File: config.mk
export PLATFORM = sky130hd
export DESIGN_NAME = compare_equal_skip_exec
export DESIGN_NICKNAME = d
export VERILOG_FILES = /design/src/cmp_skip_pkg.sv /design/src/bank_addr_gen.sv /design/src/compare_equal_skip_exec.sv
export SDC_FILE = /design/constraint.sdc
export NUM_CORES = 1
export LEC_CHECK = 0
export BUFFER_PORTS_ARGS = -buffer_cell sky130_fd_sc_hd__buf_2
export CORE_UTILIZATION = 35
export DETAILED_ROUTE_END_ITERATION = 10
export PLACE_DENSITY = 0.65
export SETUP_SLACK_MARGIN = 0.1
export SYNTH_ARGS = -nofsm -noshare
export SYNTH_HDL_FRONTEND = slang
export SYNTH_SLANG_ARGS = --single-unit
File: constraint.sdc
create_clock -name mclk -period 2.25 [get_ports mclk]
set_input_delay 0.1125 -clock mclk [delete_from_list [all_inputs] [get_ports mclk]]
set_output_delay 0.1125 -clock mclk [all_outputs]
set_load 0.02 [all_outputs]
File: src/cmp_skip_pkg.sv
// Constants and carrier types for the compare/skip and complement unit.
// Assumes an 8-bit data path and a four-phase instruction cycle.
package cmp_skip_pkg;

  localparam int DATA_W = 8;
  localparam int ADDR_W = 12;
  localparam int PHASES = 4;
  localparam logic [1:0] PHASE_LAST = 2'h3;

  // Opcode fields of the upper instruction byte
  localparam logic [6:0] OPC_CMPEQ = 7'h31;
  localparam logic [5:0] OPC_COMP = 6'h07;
  localparam int OPC_HI = 15;
  localparam int DEST_BIT = 9;
  localparam int ACCESS_BIT = 8;

  // Access bank: addresses below 60h map to bank 0, the rest to bank 15
  localparam logic [7:0] ACCESS_SPLIT = 8'h60;
  localparam logic [3:0] ACCESS_HI_BANK = 4'hf;
  localparam logic [3:0] ACCESS_LO_BANK = 4'h0;

  // Reset values
  localparam logic [7:0] ACC_RESET = 8'h00;
  localparam logic [1:0] IDLE_RESET = 2'h0;

  // Idle cycles after a taken skip
  localparam logic [1:0] SKIP_ONE_WORD = 2'h1;
  localparam logic [1:0] SKIP_TWO_WORD = 2'h2;

  typedef struct packed {
    logic valid;
    logic [15:0] word;
    logic twoWord;
  } fetch_t;

  typedef struct packed {
    logic we;
    logic [ADDR_W-1:0] addr;
    logic [DATA_W-1:0] data;
  } mem_wr_t;

  typedef enum logic [1:0] {
    ST_RUN = 2'b00,
    ST_IDLE = 2'b01
  } state_t;

endpackage : cmp_skip_pkg

File: src/bank_addr_gen.sv
// Forms a full data-memory address from an 8-bit operand.
// Assumes the bank select value is held stable by the core.
`timescale 1ns/1ns
module bank_addr_gen
  import cmp_skip_pkg::*;
(
  // Operand
  input wire logic [7:0] fileAddr,
  input wire logic accessBit,
  // Bank select
  input wire logic [3:0] bank_select_reg,
  // Result
  output logic [ADDR_W-1:0] memAddr
);

  always_comb
  begin
    if (accessBit)
    begin
      memAddr = {bank_select_reg, fileAddr};
    end
    else if (fileAddr < ACCESS_SPLIT)
    begin
      memAddr = {ACCESS_LO_BANK, fileAddr};
    end
    else
    begin
      memAddr = {ACCESS_HI_BANK, fileAddr};
    end
  end

endmodule : bank_addr_gen

File: src/compare_equal_skip_exec.sv
// Executes the equality compare-and-skip and the complement instruction.
// Assumes fetch presents one word per instruction cycle and data memory
// reads combinationally.
//
// Summary of operation
// - Compare byte with accumulator, store nothing
// - On equality, discard fetched instruction, run no-op
// - One cycle, two when skipping one word
// - Three cycles when skipping two-word instruction
// - Two full idle cycles over two-word skip
// - Destination zero: complement into accumulator only
// - Destination one: complement back to register
// - Access bit selects access bank or bank
`timescale 1ns/1ns
module compare_equal_skip_exec
  import cmp_skip_pkg::*;
(
  // Clock and reset
  input wire logic mclk,
  input wire logic rstn,
  // Fetch stage
  input wire fetch_t fetch,
  output logic fetchAccept,
  // Bank select
  input wire logic [3:0] bank_select_reg,
  // Data memory
  output logic [ADDR_W-1:0] rdAddr,
  input wire logic [DATA_W-1:0] rdData,
  output mem_wr_t memWr,
  // Status flags
  output logic [1:0] statusWe,
  output logic negFlag,
  output logic zeroFlag,
  // Observation
  output logic [DATA_W-1:0] accumulator_file_alias,
  output logic [1:0] phase,
  output logic execBusy,
  output logic skipTaken
);

  state_t state;
  state_t next_state;
  logic [1:0] idleLeft;
  logic [1:0] next_idleLeft;
  logic [1:0] next_phase;
  logic [DATA_W-1:0] next_acc;
  mem_wr_t next_memWr;
  logic [1:0] next_statusWe;
  logic next_negFlag;
  logic next_zeroFlag;
  logic next_skipTaken;
  logic cycleEnd;
  logic isCmp;
  logic isComp;
  logic [DATA_W:0] diff;
  logic [DATA_W-1:0] compl;

  function automatic logic opMatch(input logic [15:0] w, input int width,
                                   input logic [6:0] code);
    logic [6:0] hi;
    hi = 7'(w[OPC_HI -: 7] >> (7 - width));
    opMatch = (hi == 7'(code));
  endfunction : opMatch

  bank_addr_gen u_bank
  (
    .fileAddr(fetch.word[7:0]),
    .accessBit(fetch.word[ACCESS_BIT]),
    .bank_select_reg(bank_select_reg),
    .memAddr(rdAddr)
  );

  assign cycleEnd = (phase == PHASE_LAST);
  assign isCmp = fetch.valid && opMatch(fetch.word, 7, OPC_CMPEQ);
  assign isComp = fetch.valid && opMatch(fetch.word, 6, {1'b0, OPC_COMP});
  // Subtraction result only drives the equality test
  assign diff = {1'b0, rdData} - {1'b0, accumulator_file_alias};
  assign compl = ~rdData;
  assign execBusy = (state == ST_IDLE);
  // Word taken at the end of a cycle; discarded words are still consumed
  assign fetchAccept = cycleEnd && fetch.valid &&
                       (state == ST_RUN || idleLeft == SKIP_ONE_WORD);

  // Phase counter: four phases make one instruction cycle, and nothing
  // stalls it, so fetch can rely on a fixed accept slot
  always_comb
  begin
    next_phase = 2'(phase + 2'h1);
  end

  // Reset puts the unit at phase 0, so the first word is taken on the
  // fourth edge after release
  always_ff @(posedge mclk or negedge rstn)
  begin
    if (!rstn)
    begin
      phase <= 2'h0;
    end
    else
    begin
      phase <= next_phase;
    end
  end

  // Sequencer: run cycles and the idle cycles of a taken skip
  always_comb
  begin
    next_state = state;
    next_idleLeft = idleLeft;
    next_skipTaken = skipTaken;
    if (cycleEnd)
    begin
      // skipTaken flags only the first idle cycle after a skip
      next_skipTaken = 1'b0;
      case (state)
        ST_RUN:
        begin
          if (isCmp && diff == '0)
          begin
            next_state = ST_IDLE;
            next_skipTaken = 1'b1;
            // Idle length starts at one cycle; a two-word discarded word adds one later
            next_idleLeft = SKIP_ONE_WORD;
          end
          // A compare that misses, and any other word, keeps running
        end
        ST_IDLE:
        begin
          // The discarded word is seen at the end of the first idle
          // cycle; a two-word one keeps the unit idle one cycle more, in
          // which its second word is consumed without effect
          if (skipTaken && fetch.valid && fetch.twoWord)
          begin
            next_idleLeft = SKIP_ONE_WORD;
          end
          else
          begin
            next_state = ST_RUN;
            next_idleLeft = IDLE_RESET;
          end
        end
        default:
        begin
          // Unused code: recover to running
          next_state = ST_RUN;
          next_idleLeft = IDLE_RESET;
        end
      endcase
    end
  end

  always_ff @(posedge mclk or negedge rstn)
  begin
    if (!rstn)
    begin
      state <= ST_RUN;
      idleLeft <= IDLE_RESET;
      skipTaken <= 1'b0;
    end
    else
    begin
      state <= next_state;
      idleLeft <= next_idleLeft;
      skipTaken <= next_skipTaken;
    end
  end

  // Datapath: accumulator, write-back port and status flags. Only a
  // complement executed in a run cycle touches them; a compare and every
  // idle cycle leave all of them as they are.
  always_comb
  begin
    next_acc = accumulator_file_alias;
    next_memWr = '0;
    next_statusWe = 2'h0;
    next_negFlag = negFlag;
    next_zeroFlag = zeroFlag;
    if (cycleEnd && state == ST_RUN && isComp)
    begin
      // Status carries the sign and zero state of the complement
      next_statusWe = 2'h3;
      next_negFlag = compl[DATA_W-1];
      next_zeroFlag = (compl == '0);
      if (!fetch.word[DEST_BIT])
      begin
        // Source register is not written on this path
        next_acc = compl;
      end
      else
      begin
        // Write-back is a one-clock pulse; the address is taken from the
        // same decode so the result lands in the register just read
        next_memWr.we = 1'b1;
        next_memWr.addr = rdAddr;
        next_memWr.data = compl;
      end
    end
  end

  // Flags reset clear; they change only on a complement
  always_ff @(posedge mclk or negedge rstn)
  begin
    if (!rstn)
    begin
      accumulator_file_alias <= ACC_RESET;
      memWr <= '0;
      statusWe <= 2'h0;
      negFlag <= 1'b0;
      zeroFlag <= 1'b0;
    end
    else
    begin
      accumulator_file_alias <= next_acc;
      memWr <= next_memWr;
      statusWe <= next_statusWe;
      negFlag <= next_negFlag;
      zeroFlag <= next_zeroFlag;
    end
  end

endmodule : compare_equal_skip_exec

==> reports/metrics.yaml, run 1 <==
outcome:
  status: "finished clean"
worst_setup_path:
  crit_chain: "inv_1 -> ha_4 -> nor2b_4 -> o31a_1 -> o41a_1 -> a21oi_1 -> o2111ai_2 -> a31oi_1"
  crit_arrival_ns: 2.30
  crit_path_max_incr_delay_ns: 0.39
  cp-start-kind: "flop"
  cp.required_ns: 2.45
  critPathMaxFanout: 4
  crit_start: "accumulator_file_alias[1]"
  rrSetupSlack_ns: 0.16
  critPathKind: "flop to flop"
  critPathCaptureType: "flop"
  r2r-end: "idleLeft[0]"
  crit_slowest_cell: "dfrtp_1"
  rr_worst_depth: 8
  rr_startpoint: "accumulator_file_alias[1]"
synth:
  synth_top_area_share_pct: 53.2
  yosysSeqAreaShare_pct: 53.2
  syn_nets: 199
  synth-warning-count: 0
  ys_top_cells_by_area: "dfrtp_1, ha_1, and3_1"
  syn_avg_cell_area_sq_um: 11.0
  yosys.area.top_type: "dfrtp_1"
  synthDistinctLibCells: 38
  synth-seq-cells: 37
  syn_inst: 158
  syn_area_sq_mm: 0.00174
drt:
  route.detailed.drc: 0
  firstDrtPassIters: 4
  wl_per_cell_microns: 12.2
  vias: 1423
  vias_per_cell: 4.64
  wl_microns: 3760
  first_iter_violations: 40
  ant_nets: 0
timing:
  finalSetupViolCount: 0
  rsz0062_at_grt: "true"
  clock_skew_ns: 0.00223
  slew_headroom_pct: 47.0
  fmaxAchievable_mhz: 477
  finalHoldViolCount: 0
  slew_viol_final: 0
  hold_ws_ns: 0.0232
  setup-tns-final_ns: 0
  tightest_slew_ns: 0.794
  period_share_pct: 93.1
  period_needed_ns: 2.09
clocking:
  root_buffer: "clkbuf_8"
  htreeDepth: 2
  clockBufferDepth: 2
  clkLatencyLatePin_ns: 0.29
  cts_buffers: 5
  cts_tree: "yes"
  path_clk_slew_ns: 0.07
  clkSinkCount: 37
die:
  initial_core_util_pct: 36.6
  io_pins: 82
  fp.dieW_microns: 72.5
  die_y_microns: 72.5
  rows: 25
  core_region_area_sq_mm: 0.00475
  die-area_sq_mm: 0.00526
placed_design:
  io_buffers: 81
  place.gp.congestion: 0.827
  hpwl_microns: 2780
  numPlacedInstances: 296
power:
  ir_worst_vdd_v: 0.000263
  p_sw_share_pct: 23.6
  power_density_mw_per_mm2: 599
  p_leak_nw: 1.34
  p_switching_mw: 0.329
  pwr-share-seq_pct: 48.3
  combPwrFrac_pct: 12.6
  clkPwrFrac_pct: 39.2
  internal-power_mw: 1.06
hold_path:
  hold_start: "rdData[0]"
  worstHoldPathCells: 2
  hold_path_end: "memWr[0]"
  hold_path_class: "input pin to flop"
finish:
  drive_gt1_share_pct: 42.1
  num-nets-final: 281
  diodes: 0
  post-route-util_pct: 48.9
  area_growth_pct: 33.5
  layoutNonFillerInstCount: 307
global_route:
  overflow: 0
  grt_max_degree: 38
  antenna_found_initial: 0
  grt.met2_usage_pct: 22.1
  grt_pass1_wl_microns: 5930
  grt_pass1_vias: 1273
  grtUsageMet1_pct: 19.8
  grt_usage_pct: 15.0
  top_usage_layer: "met2"
  use_met3_pct: 5.97
run:
  maxCapViolCount: 0
sequential cells by signal, indices dropped and copies added (netlist names):
| register | count |
|---|---|
| state | 1 |
| phase | 2 |
| statusWe | 1 |
| zeroFlag | 1 |
| skipTaken | 1 |
| idleLeft | 1 |
| memWr | 21 |
| accumulator_file_alias | 8 |
| negFlag | 1 |
metrics by stage:
stage                     power, mW  setup WS, ns  cell area [sq um]
after floorplan               0.776         0.194               1740
after global placement        0.843         0.231               2160
after detailed placement      0.845         0.107               2160
after CTS                      1.40         0.114               2270
after global routing           1.46      -0.00200               2320
final                          1.39         0.155               2320
per-layer routing:
layer / part of all wire (%) / up-vias / wire length, microns
li1: - / 705 / -
met1: 46 / 667 / 1730
met2: 45 / 46 / 1700
met3: 7.3 / 5 / 276
met4: 1.6 / 0 / 60
met5: 0 / - / 0
worst max path at each step:
| stage | endpoint | slack (ns) | cells after the start |
|---|---|---|---|
| after floorplan | idleLeft[0] | 0.19 | 8 |
| after global placement | idleLeft[0] | 0.23 | 8 |
| after detailed placement | idleLeft[0] | 0.11 | 8 |
| after CTS | idleLeft[0] | 0.11 | 8 |
| after global routing | idleLeft[0] | -0.002 | 8 |
| final | idleLeft[0] | 0.16 | 8 |
cells in the final DEF, fill, tap and decap left out, types with 5 or more instances in the layout:
| master | instances |
|---|---|
| a21oi_1 | 11 |
| and3_1 | 12 |
| buf_2 | 81 |
| buf_4 | 5 |
| clkbuf_8 | 5 |
| dfrtp_1 | 37 |
| ha_1 | 8 |
| inv_1 | 18 |
| mux2i_1 | 6 |
| nand2_1 | 5 |
| nor2_1 | 13 |
synthesized netlist by cell type:
| library cell | count |
|---|---|
| dfrtp_1 | 37 |
| inv_1 | 18 |
| nor2_1 | 13 |
| and3_1 | 12 |
| a21oi_1 | 11 |
| buf_4 | 10 |
| ha_1 | 9 |
| mux2i_1 | 6 |
| nand2_1 | 5 |
| a31oi_1 | 2 |
| mux2_2 | 2 |
| nand4_1 | 2 |
| nor2b_1 | 2 |
| nor3_1 | 2 |
| nor4_1 | 2 |
| o21a_1 | 2 |
| o31a_1 | 2 |
| a211oi_1 | 1 |
| a21boi_0 | 1 |
| a21o_1 | 1 |
| and4b_1 | 1 |
| buf_2 | 1 |
| clkbuf_1 | 1 |
| nand2b_1 | 1 |
| nand3b_1 | 1 |
| nand4b_1 | 1 |
| nor2b_4 | 1 |
| nor4_4 | 1 |
| o2111a_1 | 1 |
| o2111ai_1 | 1 |
| o211a_1 | 1 |
| o211ai_1 | 1 |
| o21ai_0 | 1 |
| o221a_2 | 1 |
| o22ai_1 | 1 |
| o31ai_1 | 1 |
| o41a_1 | 1 |
| xnor2_1 | 1 |
repair_timing:
action,CTS,global route
setup buffers,0,3
hold buffers,1,0
endpoints found under the setup margin,1,3
pin swaps,1,2
endpoints found under the hold margin,37,0
resized for setup,0,3
power groups by stage:
stage          registers [mW]  clock network, mW  logic [mW]
2_1_floorplan           0.690                  0      0.0857
3_3_place_gp            0.684                  0       0.159
3_5_place_dp            0.684                  0       0.161
4_1_cts                 0.671              0.562       0.163
5_1_grt                 0.671              0.594       0.194
6_report                0.672              0.545       0.175
logic make-up after synthesis:
family,count (synthesis),share of synthesized area [%]
AO/OA/AOI/OAI,29,11.6
XOR/XNOR,1,0.503
adder cells (fa/ha/maj),9,6.47
buffers and inverters,30,8.70
flip-flops,37,53.2
multiplexers,8,4.74
AND/OR/NAND/NOR,44,14.8
worst max-delay path, delay by kind of cell, from the launching register on:
family                   cells  cell delay [ns]
AND/OR/NAND/NOR              1             0.13
AO/OA/AOI/OAI                5             1.18
buffers and inverters        1             0.09
adder cells (fa/ha/maj)      1             0.20
flip-flops                   1             0.39
area by class of cell:
class                      instances  area [sq um]
clock inverter                     2          35.0
timing repair buffer              87           453
sequential                        37           926
multi-input combinational         91           689
tap                               67          83.8
clock buffer                       5          68.8
inverter                          18          67.6
fill                             466          2430
Note: power is estimated with default switching activity, not from simulation.
==> run 2: changes to the inputs <==
Settings changed: CORE_UTILIZATION 35 to 33, CTS_BUF_LIST set to sky130_fd_sc_hd__clkbuf_16, PLACE_DENSITY 0.65 to 0.62.
==> reports/metrics.yaml, run 2 (synthesis gave the netlist of run 1 again) <==
timing:
  finalSetupViolCount: 0  # unchanged
  clock_skew_ns: 0.00302  # +0.000788 ns
  rsz0062_at_grt: "true"
  hold_ws_ns: 0.0373  # +0.0141 ns
  period_needed_ns: 2.07  # -0.0264 ns
  finalHoldViolCount: 0  # unchanged
  setup-tns-final_ns: 0  # unchanged
  slew_headroom_pct: 45.9  # -1.2 points
  period_share_pct: 91.9  # -1.2 points
  tightest_slew_ns: 0.812  # +0.0179 ns
  fmaxAchievable_mhz: 483  # +1.3%
  slew_viol_final: 0  # unchanged
global_route:
  grt_pass1_wl_microns: 5820  # -1.9%
  antenna_found_initial: 0  # unchanged
  grt_max_degree: 38  # unchanged
  grt_usage_pct: 14.2  # -0.79 points
  overflow: 0  # unchanged
  grt_pass1_vias: 1165  # -8.5%
worst_setup_path:
  critPathMaxFanout: 4  # unchanged
  cp.buffers_inverters: 1  # unchanged
  cp.required_ns: 2.44  # about the same
  critical_path.top_delay_family: "compound AO/OA/AOI/OAI gates"
  crit_path_max_incr_delay_ns: 0.40  # about the same
  crit_arrival_ns: 2.26  # -0.04 ns
  critPathKind: "flop to flop"
  rr_startpoint: "accumulator_file_alias[1]"
  rrSetupSlack_ns: 0.18  # +0.03 ns
  critPathCaptureType: "flop"
  crit_slowest_cell: "o41a_1"
  r2r-end: "idleLeft[0]"
  cp-start-kind: "flop"
  rr_worst_depth: 8  # unchanged
  crit_chain: "inv_1 -> ha_4 -> nor2b_4 -> o31a_1 -> o41a_1 -> xnor2_2 -> o2111ai_2 -> a31oi_1"
power:
  pwr-share-seq_pct: 41.8  # -6.5 points
  p_switching_mw: 0.358  # +9.0%
  power_density_mw_per_mm2: 680  # +14%
  internal-power_mw: 1.25  # +18%
  clkPwrFrac_pct: 47.6  # +8.4 points
  p_leak_nw: 1.35  # +0.98%
  ir_worst_vdd_v: 0.000301  # +15%
  p_sw_share_pct: 22.3  # -1.4 points
  combPwrFrac_pct: 10.7  # -1.9 points
finish:
  layout_commonest_cell: "buf_2"
  drive_gt1_share_pct: 41.2  # -0.91 points
  layoutNonFillerInstCount: 308  # +0.33%
  top_regs: "memWr x21, accumulator_file_alias x8, phase x2"
  num-nets-final: 278  # -1.1%
  largest_reg_flops: 21  # unchanged
  area_growth_pct: 36.0
  top_register: "memWr"
  layout_common_cells: "buf_2, dfrtp_1, inv_1"
  diodes: 0  # unchanged
  final_area_sq_mm: 0.00237  # +1.9%
die:
  rows: 26  # +4.0%
  fp.dieW_microns: 74.6  # +2.9%
  io_pins: 82  # unchanged
  die-area_sq_mm: 0.00557  # +5.9%
  initial_core_util_pct: 34.1  # -2.5 points
  die_y_microns: 74.6  # +2.9%
  core_region_area_sq_mm: 0.00511  # +7.4%
placed_design:
  numPlacedInstances: 299  # +1.0%
  io_buffers: 81  # unchanged
  place.gp.congestion: 0.833  # +0.68%
  hpwl_microns: 2940  # +5.9%
  post_dp_cell_area_sq_mm: 0.00216  # +0.17%
clocking:
  path_clk_slew_ns: 0.05  # -0.02 ns
  clkSinkCount: 37  # unchanged
  cts_setup_buffers: 0  # unchanged
  clkLatencyLatePin_ns: 0.27  # -0.02 ns
  clockBufferDepth: 2  # unchanged
  root_buffer: "clkbuf_16"
  htreeDepth: 2  # unchanged
  cts_buffers: 5  # unchanged
  cts_tree: "yes"
hold_path:
  hold_start: "rdData[3]"
  hold_path_end: "memWr[3]"
  hold_path_class: "input pin to flop"
  worstHoldPathCells: 2  # unchanged
drt:
  firstDrtPassIters: 6  # +2
  wl_microns: 4020  # +7.0%
  vias_per_cell: 4.73  # +2.0%
  vias: 1456  # +2.3%
  wl_per_cell_microns: 13.1  # +6.6%
  ant_nets: 0  # unchanged
  first_iter_violations: 67  # +68%
  route.detailed.drc: 0  # unchanged
outcome:
  status: "finished clean"
run:
  maxCapViolCount: 0  # unchanged
-- run 2: final cells by class --
cell class | count | area (sq um)
flip-flops and latches | 37 | 926
repair buffers | 84 | 430
clock inverters | 3 | 37.5
fillers | 500 | 2740
well taps | 70 | 87.6
clock buffers | 5 | 125
multi-input cells | 91 | 693
inverters | 18 | 67.6
-- run 2: worst register-to-register path, delay by kind of cell, from the launching register on --
kind | cells | cell delay (ns)
AO/OA/AOI/OAI | 4 | 1.01
flip-flops | 1 | 0.38
adder cells (fa/ha/maj) | 1 | 0.20
XOR/XNOR | 1 | 0.16
AND/OR/NAND/NOR | 1 | 0.13
buffers and inverters | 1 | 0.09
-- run 2: per-layer routing --
metal	GRT usage (%)	up-vias	part of all wire, %
li1	-	699	-
met1	19.8	689	46
met2	21.0	62	48
met3	5.09	6	5.3
met4	3.77	0	1.3
met5	0	-	0
-- run 2: timing repair --
| item | 4_1_cts | 5_1_grt |
|---|---|---|
| resized for setup | 0 | 4 |
| hold buffers | 1 | 0 |
| endpoints found under the setup margin | 0 | 3 |
| endpoints found under the hold margin | 37 | 0 |
-- run 2: metrics by stage --
step	setup WS [ns]	power [mW]	util [%]
after global placement	0.224	0.844	42.4
after detailed placement	0.128	0.846	42.4
after CTS	0.114	1.62	45.8
final	0.181	1.61	46.3
after floorplan	0.194	0.776	-
after global routing	0.0838	1.68	46.3
-- run 2: power groups by stage --
stage          Combinational, mW  Sequential [mW]  Clock, mW
6_report                   0.172            0.672      0.766
5_1_grt                    0.190            0.672      0.814
4_1_cts                    0.166            0.672      0.781
3_5_place_dp               0.162            0.684          0
3_3_place_gp               0.160            0.684          0
2_1_floorplan             0.0857            0.690          0
-- run 2: worst max-delay path by stage --
stage                              start           to  slack (ns)  depth (start not counted)
2_1_floorplan  accumulator_file_alias[1]  idleLeft[0]        0.19                          8
3_3_place_gp   accumulator_file_alias[1]  idleLeft[0]        0.22                          8
3_5_place_dp   accumulator_file_alias[1]  idleLeft[0]        0.13                          8
4_1_cts        accumulator_file_alias[1]  idleLeft[0]        0.11                          8
5_1_grt        accumulator_file_alias[2]  idleLeft[0]        0.08                          8
6_report       accumulator_file_alias[1]  idleLeft[0]        0.18                          8
